**src/hdl/csms_pkg.sv**
```systemverilog
// constants for the socket mask and live status register block
// Notes on behaviour
// mask gates interrupt only, flags always set
// mask bit 3 enables power-change interrupt
// mask bits 2-1: 00 off, 11 on
// mask bit 0 enables status-pin interrupt
// mask bits 31-4 read zero, ignore writes
// force writes appear in live status (here only bits 27 and 13-11 do; bits 3-0 set event flags instead)
// card voltage bits change only on insertion (a force write also loads them here)
// detect bits frozen during card identification
// status bits 31,30 read zero
// status bits 29,28 read one
// status bit 27 shows video-port support
// status bits 26-14 read zero
// bits 13-11 show card voltage support
// reset status 3000_00XX, pins follow
// power/detect flags set on change, write-one-clear
// status flag: rising edge cardbus, both 16-bit
// detect bit mirrors pin level, high=empty
// interrupt when any enabled flag set
`default_nettype none
package csms_pkg;
    // register byte offsets
    localparam logic [7:0] OFS_EVENT  = 8'h00;
    localparam logic [7:0] OFS_MASK   = 8'h04;
    localparam logic [7:0] OFS_STATUS = 8'h08;
    localparam logic [7:0] OFS_FORCE  = 8'h0C;
    // field positions
    localparam int FLD_POWER     = 3;
    localparam int FLD_CD_HI     = 2;
    localparam int FLD_CD_LO     = 1;
    localparam int FLD_CSTS      = 0;
    localparam int FLD_READY     = 6;
    localparam int FLD_VOLT_LO   = 11;
    localparam int FLD_VOLT_HI   = 13;
    localparam int FLD_VIDEO     = 27;
    // fixed socket supply bits 31..28: no yy/xx, low and high supported
    localparam logic [3:0] SOCKET_SUPPLY = 4'h3;
    localparam logic [3:0] MASK_RESET    = 4'h0;
    localparam logic [3:0] EVENT_RESET   = 4'h0;
    // cycles after reset before the synchronisers hold real pin levels
    localparam logic [1:0] SETTLE_DONE   = 2'h3;
endpackage
`default_nettype wire

```
**src/hdl/csms_regs.sv**
```systemverilog
// socket interrupt-enable, event flag and live status register logic
`timescale 1ns/100ps
`default_nettype none
module csms_regs (
    // clock and reset
    input  wire  logic        clock,
    input  wire  logic        rst,
    // register port
    input  wire  logic [7:0]  reg_addr,
    input  wire  logic        reg_wr,
    input  wire  logic        reg_rd,
    input  wire  logic [31:0] reg_wdata,
    output logic       [31:0] reg_rdata,
    // socket pins, asynchronous
    input  wire  logic        card_detect_pin_one,
    input  wire  logic        card_detect_pin_two,
    input  wire  logic        card_status_change_pin,
    input  wire  logic        card_ready_pin,
    // socket logic on this clock
    input  wire  logic        socket_powered,
    input  wire  logic        card_is_cardbus,
    input  wire  logic        interrogation_busy,
    input  wire  logic        insertion_done,
    input  wire  logic [2:0]  probed_card_volt,
    // interrupt
    output logic              status_change_interrupt
);
    typedef struct packed {
        logic [3:0]  mask;       // interrupt enables
        logic [3:0]  events;     // sticky change flags
        logic [1:0]  cd_meta;    // detect pins, first stage
        logic [1:0]  cd_sync;    // detect pins, second stage
        logic        cst_meta;   // status-change pin, first stage
        logic        cst_sync;
        logic        rdy_meta;   // ready pin, first stage
        logic        rdy_sync;
        logic [1:0]  cd_stat;    // detect levels shown to software
        logic        cst_stat;
        logic        pwr_stat;
        logic        rdy_stat;
        logic [2:0]  card_volt;  // yy, xx, low volt support of card
        logic        video;      // video-port support
        logic [1:0]  settle;     // post-reset settle count
        logic [31:0] rdata;      // read data
    } csms_state_type;

    csms_state_type s_reg;       // registered state
    csms_state_type s_next;      // next state
    logic [31:0]    status_word; // live status image
    logic           primed;      // synchronisers hold real levels
    logic           wr_force;    // write to force register
    logic [3:0]     ev_set;      // flag set terms
    logic [3:0]     ev_clr;      // flag clear terms
    logic [3:0]     irq_en;      // per-flag enable

    // live status image, fixed fields are constants
    always_comb begin
        status_word = 32'h0000_0000;
        status_word[31:28] = csms_pkg::SOCKET_SUPPLY;
        status_word[csms_pkg::FLD_VIDEO] = s_reg.video;
        status_word[csms_pkg::FLD_VOLT_HI:csms_pkg::FLD_VOLT_LO] = s_reg.card_volt;
        status_word[csms_pkg::FLD_READY] = s_reg.rdy_stat;
        status_word[csms_pkg::FLD_POWER] = s_reg.pwr_stat;
        status_word[csms_pkg::FLD_CD_HI:csms_pkg::FLD_CD_LO] = s_reg.cd_stat;
        status_word[csms_pkg::FLD_CSTS] = s_reg.cst_stat;
    end

    // next-state logic
    always_comb begin
        s_next   = s_reg;
        primed   = (s_reg.settle == csms_pkg::SETTLE_DONE);
        wr_force = reg_wr && (reg_addr == csms_pkg::OFS_FORCE);
        // two-flop synchronisers; the first stage feeds only the second
        s_next.cd_meta  = {card_detect_pin_two, card_detect_pin_one};
        s_next.cd_sync  = s_reg.cd_meta;
        s_next.cst_meta = card_status_change_pin;
        s_next.cst_sync = s_reg.cst_meta;
        s_next.rdy_meta = card_ready_pin;
        s_next.rdy_sync = s_reg.rdy_meta;
        if (!primed) begin
            s_next.settle = s_reg.settle + 2'h1;
        end
        // live levels; detect bits freeze while the card is identified
        s_next.cst_stat = s_reg.cst_sync;
        s_next.rdy_stat = s_reg.rdy_sync;
        s_next.pwr_stat = socket_powered;
        if (!interrogation_busy) begin
            s_next.cd_stat = s_reg.cd_sync;
        end
        // change detection is held off until the pins are settled,
        // otherwise the reset value would look like a card event
        ev_set = 4'h0;
        ev_set[csms_pkg::FLD_POWER] = primed && (s_next.pwr_stat != s_reg.pwr_stat);
        ev_set[csms_pkg::FLD_CD_HI] = primed && (s_next.cd_stat[1] != s_reg.cd_stat[1]);
        ev_set[csms_pkg::FLD_CD_LO] = primed && (s_next.cd_stat[0] != s_reg.cd_stat[0]);
        if (card_is_cardbus) begin
            ev_set[csms_pkg::FLD_CSTS] = primed && s_next.cst_stat && !s_reg.cst_stat;
        end else begin
            ev_set[csms_pkg::FLD_CSTS] = primed && (s_next.cst_stat != s_reg.cst_stat);
        end
        if (wr_force) begin
            ev_set = ev_set | reg_wdata[3:0];
        end
        ev_clr = 4'h0;
        if (reg_wr && (reg_addr == csms_pkg::OFS_EVENT)) begin
            ev_clr = reg_wdata[3:0];
        end
        // set wins over a simultaneous clear; mask takes no part
        s_next.events = (s_reg.events & ~ev_clr) | ev_set;
        // mask keeps only its low four bits
        if (reg_wr && (reg_addr == csms_pkg::OFS_MASK)) begin
            s_next.mask = reg_wdata[3:0];
        end
        // card voltage bits: probe result at insertion, force overrides
        if (insertion_done) begin
            s_next.card_volt = probed_card_volt;
        end
        if (wr_force) begin
            s_next.card_volt = reg_wdata[csms_pkg::FLD_VOLT_HI:csms_pkg::FLD_VOLT_LO];
            s_next.video     = reg_wdata[csms_pkg::FLD_VIDEO];
        end
        // read mux; force register is write-only and reads zero
        s_next.rdata = 32'h0000_0000;
        if (reg_rd) begin
            case (reg_addr)
                csms_pkg::OFS_EVENT:  s_next.rdata = {28'h0000000, s_reg.events};
                csms_pkg::OFS_MASK:   s_next.rdata = {28'h0000000, s_reg.mask};
                csms_pkg::OFS_STATUS: s_next.rdata = status_word;
                default:              s_next.rdata = 32'h0000_0000;
            endcase
        end
    end

    // state register
    always_ff @(posedge clock or posedge rst) begin
        if (rst) begin
            s_reg           <= '0;
            s_reg.mask      <= csms_pkg::MASK_RESET;
            s_reg.events    <= csms_pkg::EVENT_RESET;
            s_reg.cd_stat   <= 2'h3;                         // empty socket until sampled
            // detect stages start at the empty-socket level, so the shown
            // bits never dip to card-present while the pipeline fills
            s_reg.cd_meta   <= 2'h3;
            s_reg.cd_sync   <= 2'h3;
        end else begin
            s_reg <= s_next;
        end
    end

    // both detect flags share the two-bit enable; 01 and 10 act as off
    always_comb begin
        irq_en = {s_reg.mask[3], s_reg.mask[2] & s_reg.mask[1],
                  s_reg.mask[2] & s_reg.mask[1], s_reg.mask[0]};
    end
    assign status_change_interrupt = |(s_reg.events & irq_en);
    assign reg_rdata = s_reg.rdata;

    property p_mask_upper_zero;
        @(posedge clock) disable iff (rst)
        reg_rd && (reg_addr == csms_pkg::OFS_MASK) |=> (reg_rdata[31:4] == 28'h0000000);
    endproperty
    a_mask_upper_zero: assert property (p_mask_upper_zero) else $error("mask upper bits not zero");

    property p_status_supply;
        @(posedge clock) disable iff (rst)
        reg_rd && (reg_addr == csms_pkg::OFS_STATUS)
            |=> (reg_rdata[31:28] == 4'h3) && (reg_rdata[26:14] == 13'h0000);
    endproperty
    a_status_supply: assert property (p_status_supply) else $error("fixed status bits wrong");

    property p_power_irq;
        @(posedge clock) disable iff (rst)
        s_reg.events[3] && s_reg.mask[3] |-> status_change_interrupt;
    endproperty
    a_power_irq: assert property (p_power_irq) else $error("power interrupt missing");

    property p_csts_irq;
        @(posedge clock) disable iff (rst)
        s_reg.events[0] && s_reg.mask[0] |-> status_change_interrupt;
    endproperty
    a_csts_irq: assert property (p_csts_irq) else $error("status pin interrupt missing");

    property p_all_masked;
        @(posedge clock) disable iff (rst)
        (s_reg.mask == 4'h0) |-> !status_change_interrupt;
    endproperty
    a_all_masked: assert property (p_all_masked) else $error("interrupt while masked");

    property p_cd_frozen;
        @(posedge clock) disable iff (rst)
        interrogation_busy |=> $stable(s_reg.cd_stat);
    endproperty
    a_cd_frozen: assert property (p_cd_frozen) else $error("detect bits moved in identification");

    property p_volt_hold;
        @(posedge clock) disable iff (rst)
        !insertion_done && !wr_force |=> $stable(s_reg.card_volt);
    endproperty
    a_volt_hold: assert property (p_volt_hold) else $error("card voltage bits changed");

    property p_power_flag;
        @(posedge clock) disable iff (rst)
        primed && (socket_powered != s_reg.pwr_stat) |=> s_reg.events[3];
    endproperty
    a_power_flag: assert property (p_power_flag) else $error("power flag not set");

    property p_force_volt;
        @(posedge clock) disable iff (rst)
        wr_force |=> (s_reg.card_volt == $past(reg_wdata[13:11]));
    endproperty
    a_force_volt: assert property (p_force_volt) else $error("forced voltage not shown");

    // detect flags raise the interrupt only through the shared 11 enable
    property p_detect_irq;
        @(posedge clock) disable iff (rst)
        (s_reg.events[2:1] != 2'h0) && (s_reg.mask[2:1] == 2'h3) |-> status_change_interrupt;
    endproperty
    a_detect_irq: assert property (p_detect_irq) else $error("detect interrupt missing");

    // a falling status pin leaves the flag alone for a cardbus card
    property p_cardbus_fall;
        @(posedge clock) disable iff (rst)
        primed && card_is_cardbus && s_reg.cst_stat && !s_reg.cst_sync
            && !s_reg.events[0] && !wr_force |=> !s_reg.events[0];
    endproperty
    a_cardbus_fall: assert property (p_cardbus_fall) else $error("flag set on falling edge");

    // outside identification the detect bits track the synchronised pins
    property p_cd_follow;
        @(posedge clock) disable iff (rst)
        !interrogation_busy |=> (s_reg.cd_stat == $past(s_reg.cd_sync));
    endproperty
    a_cd_follow: assert property (p_cd_follow) else $error("detect bits not following pins");
endmodule
`default_nettype wire

```
**config.mk**
```make
export PLATFORM = sky130hd
export DESIGN_NAME = csms_regs
export DESIGN_NICKNAME = d
export VERILOG_FILES = /design/src/hdl/csms_pkg.sv /design/src/hdl/csms_regs.sv
export SDC_FILE = /design/constraint.sdc
export NUM_CORES = 1
export LEC_CHECK = 0
export BUFFER_PORTS_ARGS = -buffer_cell sky130_fd_sc_hd__buf_2
export CAP_MARGIN = 20
export CORE_ASPECT_RATIO = 0.6
export CORE_MARGIN = 2
export CORE_UTILIZATION = 49
export DETAILED_ROUTE_END_ITERATION = 8
export PLACE_DENSITY = 0.93
export SYNTH_ARGS = -nofsm -noshare
export SYNTH_HDL_FRONTEND = slang
export SYNTH_SLANG_ARGS = --single-unit
```
**constraint.sdc**
```tcl
create_clock -name clock -period 1.8 [get_ports clock]
set_input_delay 0 -clock clock [delete_from_list [all_inputs] [get_ports clock]]
set_output_delay 0 -clock clock [all_outputs]
set_load 0.03 [all_outputs]
```
After elaboration in Yosys (flattened, before gate mapping). Cells that the tools add are included.

Register bits after elaboration: 59. Input port bits: 55.

Muxes and demuxes: 8. Eq/ne operators: 8. Bitwise logic cells: 6. Reductions and logical operators: 13. Add/sub/neg operators: 1.

Operators by type and width (number): $pmux 30 s3 (1); $mux 30 (1); $eq 8x4->1 const B (2); $mux 4 (3); $logic_and 1x1->1 (9); $and 4x4->4 (2); $eq 8x3->1 const B (1); $logic_not 8->1 (1); $or 4x4->4 (2); $ne 1x1->1 (4); $not 4->4 (1); $reduce_or 4->1 (1); $mux 3 (1); $add 2x1->2 const B (1); $eq 2x2->1 const B (1); $mux 2 (1); $reduce_bool 2->1 (1); $and 1x1->1 (1); $logic_not 1->1 (1); $mux 1 (1).

Logic depth before layout (Yosys ltp). Gate-level depths: netlist (run 1).

Depth after elaboration: 7. Mapped depth: 4. Gate-level depth less buffers: 4.

Worst setup path after synthesis (run 1). No wires, ideal clock.

Kind: register to register. Start point: register s_reg[32] in the netlist's numbering. End point: register s_reg[51] in the netlist's numbering. Data arrival time: 1.141 ns. Setup time: 0.126 ns. Clock period less this slack: 1.267 ns. Slack: 0.533 ns. Stages on the path, launching flop included: 5. Data required time: 1.674 ns. Buffers on the path: 0. Path through: dfrtp_1 ha_1 or4bb_1 o221ai_1 a221o_1.

RTL lines: start: declaration (RTL line csms_regs.sv:47) `csms_state_type s_reg;`; start signal: assignment (RTL line csms_regs.sv:146) `s_reg <= s_next;`.

==> impl_metrics.toml, run 1 <==
[outcome]
status = "finished, final reports clean"

[synth]
synth.distinct_cells = 30
synthTopCellsByArea = "dfrtp_1 44%, buf_4 14%, dfstp_2 9.0%"
synth_ff_type = "dfrtp_1"
synth_seq_area_share_pct = 53.29
synthArstFlopShare_pct = 100.0
synth.top_cell.area_share_pct = 44.29
synth_cells = 140
syn_area_um2 = 1752
yosys.area.top_type = "dfrtp_1"
ys.warnings.count = 0
synthTopCellsByCount = "32 x buf_4, 31 x dfrtp_1, 14 x mux2_2, 8 x nor2_1, 6 x dfstp_2"
synth_edf_count = 0
yosysMostFrequentCell = "buf_4"
syn_avg_cell_area_um2 = 12.51
ys_seq_elements = 37

[cts]
ctsHtreeMaxLevel = 2
ctsRootBufferMaster = "clkbuf_8"
clock_latency_ns = 0.29
post_cts_buffers = 0
cts_resized = 0
cts_made_buffers = 5
clk_pin_slew_ns = 0.07
clockBufferDepth = 2
cts_sinks = 37
tritoncts = "yes"

[final_layout]
fin_util_pct = 62.76
n_fill_cell = 259
regArea_um2 = 933.4
layout-drive-gt1-share_pct = 38.86
insertedDiodeCount = 0
multi_input_area_um2 = 631.9
largest_reg_flops = 19
area_growth_pct = 19.79
final_nets = 248

[drt]
wl_mm = 3.243
via_per_inst = 4.706
num_vias = 1120
antenna_left = 0
drc = 0
first_pass_iters = 4
routedWlPerCell_um = 13.63
dr.first_iter.drc_count = 86

[power]
leakagePower_nw = 1.046
p_int_mw = 1.273
vdd_ir_drop_max_uv = 504.3
powerDensity_nw_per_um2 = 806.6
clockPowerShare_pct = 34.1
seqPwrFrac_pct = 52.5
netSwitchingFraction_pct = 24.82
netSwitchingPower_uw = 420.0
p_comb_share_pct = 13.4

[grt]
grt_pass1_wl_mm = 4.981
overflow = 0
antenna_found_initial = 0
grt_pass1_vias = 1043
track_usage_pct = 17.51
grt_max_degree = 38

[setup_path]
critical_path.endpoint_type = "register"
worst-path-max-fanout = 6
r2r-end = "s_reg[51]"
cp_data_arrival_time_ns = 1.61
startpoint_type = "register"
crit_required_ns = 2.03
ff2ff_path_depth = 4
reg2reg_slack_ns = 0.42
r2r-start = "s_reg[32]"
path_class = "register to register"

[sta]
fin_crit_sh_pct = 76.73
tns_ns = 0
fin_skew_ns = 0.008999
holdWs_ns = 0.05721
fin_crit_ns = 1.381
max_freq_ghz = 0.7240
finalHoldViolations = 0
setup_violations = 0
rsz0062_at_grt = "false"
finalMaxSlewViolations = 0

[hold_path]
hold_depth = 3
min_path_type = "primary input to register"
hold_start = "reg_rd"
min_to = "reg_rdata[1]"

[placement]
portBuffers = 42
hpwl_mm = 2.279
gp_congestion = 0.8642

[floorplan]
fp.coreArea_um2 = 3343
die_height_um = 50.32
boundaryPins = 88
dieArea_um2 = 4085
initial_utilization_pct = 52.40
placementRows = 16
die_w_um = 81.19

[run]
cap_violations = 0
==> per-stage QoR <==
step,std cells,total power [mW],area [um^2],setup WS (ns)
after floorplan,160,1.073,1827,0.5332
after global placement,215,1.095,1858,0.4636
after detailed placement,215,1.103,1858,0.4268
after CTS,238,1.710,2098,0.4120
after global routing,238,1.779,2098,0.3408
final,238,1.693,2098,0.4189
==> cells in the final DEF (no fill, tap or decap), types with 2 or more instances in the layout <==
cell	count
nand2_1	3
buf_2	42
nand4_1	4
and2_1	5
dlygate4sd3_1	15
dfrtp_1	31
buf_4	2
nor2b_1	2
inv_1	3
conb_1	21
xnor2_1	3
a221o_1	4
a2bb2oi_1	4
nor2_1	8
dfstp_2	6
clkbuf_8	6
mux2_2	14
mux2i_1	4
clkbuf_1	2
==> what timing repair did <==
item | 4_1_cts | 5_1_grt
endpoints found under the hold margin | 49 | 0
setup endpoints to repair | 0 | 0
hold buffers | 15 | 0
==> final cells by class <==
cell class	instances	area share, %
inverters	3	0.5367
repair buffers	59	17.89
flip-flops and latches	37	44.48
multi-input cells	86	30.11
well taps	45	2.683
clock buffers	8	4.293
==> metal layers <==
layer  share of wire (%)  up-vias  global-route usage (%)
met2                  48       52                   26.58
met1                  42      523                   22.51
met3                 9.3        8                   7.014
li1                    -      537                       -
met5                   0        -                       0
met4                 1.3        0                   6.780
==> worst max-delay path by stage <==
| stage | startpoint | to |
|---|---|---|
| 4_1_cts | s_reg[32] | s_reg[51] |
| 3_3_place_gp | s_reg[32] | s_reg[51] |
| 2_1_floorplan | s_reg[32] | s_reg[51] |
| 6_report | s_reg[32] | s_reg[51] |
| 5_1_grt | s_reg[32] | s_reg[51] |
| 3_5_place_dp | s_reg[32] | s_reg[51] |
==> worst max-delay path, cell delays in order, from the launching register on <==
cell      delay, ns
dfrtp_1        0.37
ha_1           0.31
or4bb_1        0.43
o221ai_1       0.08
a221o_1        0.13
==> cells by family (layout without fill, tap and decap cells) <==
kind of cell | count (synthesis) | in the layout | synth area share, %
AO/OA/AOI/OAI | 12 | 12 | 6.143
flip-flops | 37 | 37 | 53.29
other | 1 | 21 | 0.2141
AND/OR/NAND/NOR | 30 | 30 | 11.43
multiplexers | 18 | 18 | 11.29
buffers and inverters | 37 | 70 | 14.93
adder cells (fa/ha/maj) | 1 | 1 | 0.7142
XOR/XNOR | 4 | 4 | 2.000
==> power groups by stage <==
stage	Combinational, mW	Sequential (mW)	Clock, mW
finish	0.226	0.888	0.578
global route	0.245	0.891	0.643
CTS	0.226	0.888	0.596
detailed placement	0.200	0.903	0
global placement	0.195	0.901	0
floorplan	0.178	0.895	0
Note: power is estimated with default switching activity, not from simulation.
==> run 2, diff against run 1 <==
ABC_AREA = 1   (was unset)
CORE_UTILIZATION = 42   (was 49)
PLACE_DENSITY = 0.84   (was 0.93)
clock period = 1.2 ns   (was 1.8 ns; I/O delays follow)
==> run 2 against run 1 <==
Net effect:
- die area increased by 24%
- design area increased by 11%
- via count increased by 23%
- critical path depth increased by 1
- setup slack got worse by 0.37 ns
- hold slack got worse by 0.046 ns
- sequential power increased by 51%
- clock power increased by 63%
- flip-flop and latch count unchanged
==> impl_metrics.toml, run 2 <==
[setup_path]
critPathLaunch = "probed_card_volt[1]"
critical_path.endpoint_type = "register"
worstPathCellList = "dlygate4sd3_1 -> buf_2 -> nand3_1 -> dlygate4sd3_1 -> nand3_1"
worst-path-max-fanout = 1
r2r-start = "s_reg[32]"
max_stage_delay_ns = 0.54
cp_num_buf_inv = 3
startpoint_type = "primary input"
critPathTopFamily = "buffers and inverters"
crit_required_ns = 1.38
cp_slowest_cell = "dlygate4sd3_1"
cp_data_arrival_time_ns = 1.33
path_class = "primary input to register"

[synth]
synth.top_cell.area_share_pct = 41.22
synth_seq_area_share_pct = 49.60
synthArstFlopShare_pct = 100.0
synthTopCellsByArea = "dfrtp_1 41%, buf_4 13%, dfstp_2 8.4%"
synthTopCellsByCount = "39 x nand2_1, 32 x buf_4, 31 x dfrtp_1, 28 x inv_1, 26 x nand3_1"
syn_avg_cell_area_um2 = 9.047
synth_ff_type = "dfrtp_1"
ys.warnings.count = 0
syn_area_um2 = 1882
synth_edf_count = 0
synth_cells = 208
yosysMostFrequentCell = "nand2_1"
ys_seq_elements = 37
synth.distinct_cells = 25
yosys.area.top_type = "dfrtp_1"

[grt]
grt_pass1_wl_mm = 5.968
track_usage_pct = 15.25
overflow = 0
grt_pass1_vias = 1273
grt_max_degree = 38
antenna_found_initial = 0

[outcome]
status = "finished, final reports clean"

[power]
netSwitchingPower_uw = 693.7
clockPowerShare_pct = 35.6
vdd_ir_drop_max_uv = 562.0
p_int_mw = 1.957
seqPwrFrac_pct = 50.4
netSwitchingFraction_pct = 26.17
p_comb_share_pct = 14.0
leakagePower_nw = 1.276
powerDensity_nw_per_um2 = 1134

[cts]
clk_pin_slew_ns = 0.07
cts_made_buffers = 5
ctsRootBufferMaster = "clkbuf_8"
clock_latency_ns = 0.29
clockBufferDepth = 2
tritoncts = "yes"
cts_sinks = 37
ctsHtreeMaxLevel = 2

[sta]
fin_crit_ns = 1.150
tns_ns = 0
setup_violations = 0
max_freq_ghz = 0.8693
finalHoldViolations = 0
fin_crit_sh_pct = 95.86
finalMaxSlewViolations = 0
fin_skew_ns = 0.001488
rsz0062_at_grt = "true"

[final_layout]
area_growth_pct = 24.20
fin_util_pct = 55.50
largest_reg_flops = 19
insertedDiodeCount = 0
n_fill_cell = 388
final-instance-count-excl-fill = 329
final_nets = 324
layout-drive-gt1-share_pct = 29.00
final_common_cell = "buf_2"
mostFrequentLayoutCells = "41 x buf_2, 39 x nand2_1, 31 x dfrtp_1, 28 x inv_1, 25 x nand3_1"

[drt]
dr.first_iter.drc_count = 64
via_per_inst = 4.182
num_vias = 1376
routedWlPerCell_um = 10.80
drc = 0
first_pass_iters = 4
antenna_left = 0
wl_mm = 3.553

[placement]
gp_congestion = 0.8284
place_inst = 299
portBuffers = 42
hpwl_mm = 2.535

[floorplan]
fp.coreArea_um2 = 4212
initial_utilization_pct = 44.68
die_height_um = 55.85
dieArea_um2 = 5050
boundaryPins = 88
die_w_um = 90.42
placementRows = 18

[run]
cap_violations = 0

[hold_path]
min_path_type = "primary input to register"
hold_start = "insertion_done"
-- run 2: what timing repair did --
action | CTS | global route
resized for setup | 0 | 4
setup buffers | 0 | 2
setup endpoints to repair | 0 | 2
hold buffers | 20 | 1
endpoints found under the hold margin | 49 | 1
-- run 2: worst reg2reg max path: cells and delay by family, from the launching register on --
kind	cells	cell delay, ns
flip-flops	1	0.37
multiplexers	1	0.36
adder cells (fa/ha/maj)	1	0.28
-- run 2: area by class of cell --
class                           instances  area (um^2)  area share, %
Sequential cell                        37        933.4          39.94
Multi-Input combinational cell        128        669.4          28.64
Timing Repair Buffer                   65        439.2          18.79
Inverter                               31        118.9          5.086
Clock buffer                            7        96.34          4.122
Tap cell                               60        75.07          3.212
Clock inverter                          1        5.005         0.2141
-- run 2: power groups by stage --
stage | Combinational [mW] | Sequential (mW) | Clock (mW)
2_1_floorplan | 0.272 | 1.34 | 0
3_3_place_gp | 0.304 | 1.35 | 0
3_5_place_dp | 0.310 | 1.36 | 0
4_1_cts | 0.363 | 1.33 | 0.974
5_1_grt | 0.411 | 1.34 | 1.02
6_report | 0.372 | 1.34 | 0.944
-- run 2: kinds of logic after synthesis --
group,share of synthesized area (%)
AOI/OAI and AO/OA,4.189
other,0.1993
buffers and inverters,19.08
adders and majority gates,0.6648
xor gates and xnor gates,0.9310
and+or+nand+nor,24.73
DFF,49.60
muxes,0.5984
-- run 2: path summary, 6_finish.rpt --
kind,end,cells past startpoint,slack (ns)
max reg2reg,s_reg[33],2,0.07
min reg2reg,s_next[40],0,0.35
max in group asynchronous,s_reg[48],4,0.50
min,s_reg[37],3,0.01
max,s_reg[36],5,0.05
min in group asynchronous,reg_rdata[0],4,0.35
-- run 2: through the flow --
stage	hold slack (ns)	setup slack, ns	power (mW)	instance area, um^2
2_1_floorplan	0.004478	0.1443	1.616	1957
3_3_place_gp	0.1046	0.1097	1.658	2009
3_5_place_dp	0.1065	0.06742	1.666	2009
4_1_cts	0.01546	0.01807	2.671	2311
5_1_grt	0.03293	-0.004911	2.775	2337
6_report	0.01076	0.04965	2.651	2337
-- run 2: layer usage --
metal | share of wire (%) | vias up | global-route usage, %
met5 | 0 | - | 0
li1 | - | 708 | -
met1 | 48 | 620 | 20.57
met3 | 6.0 | 5 | 4.878
met4 | 1.2 | 0 | 7.253
met2 | 45 | 43 | 22.34
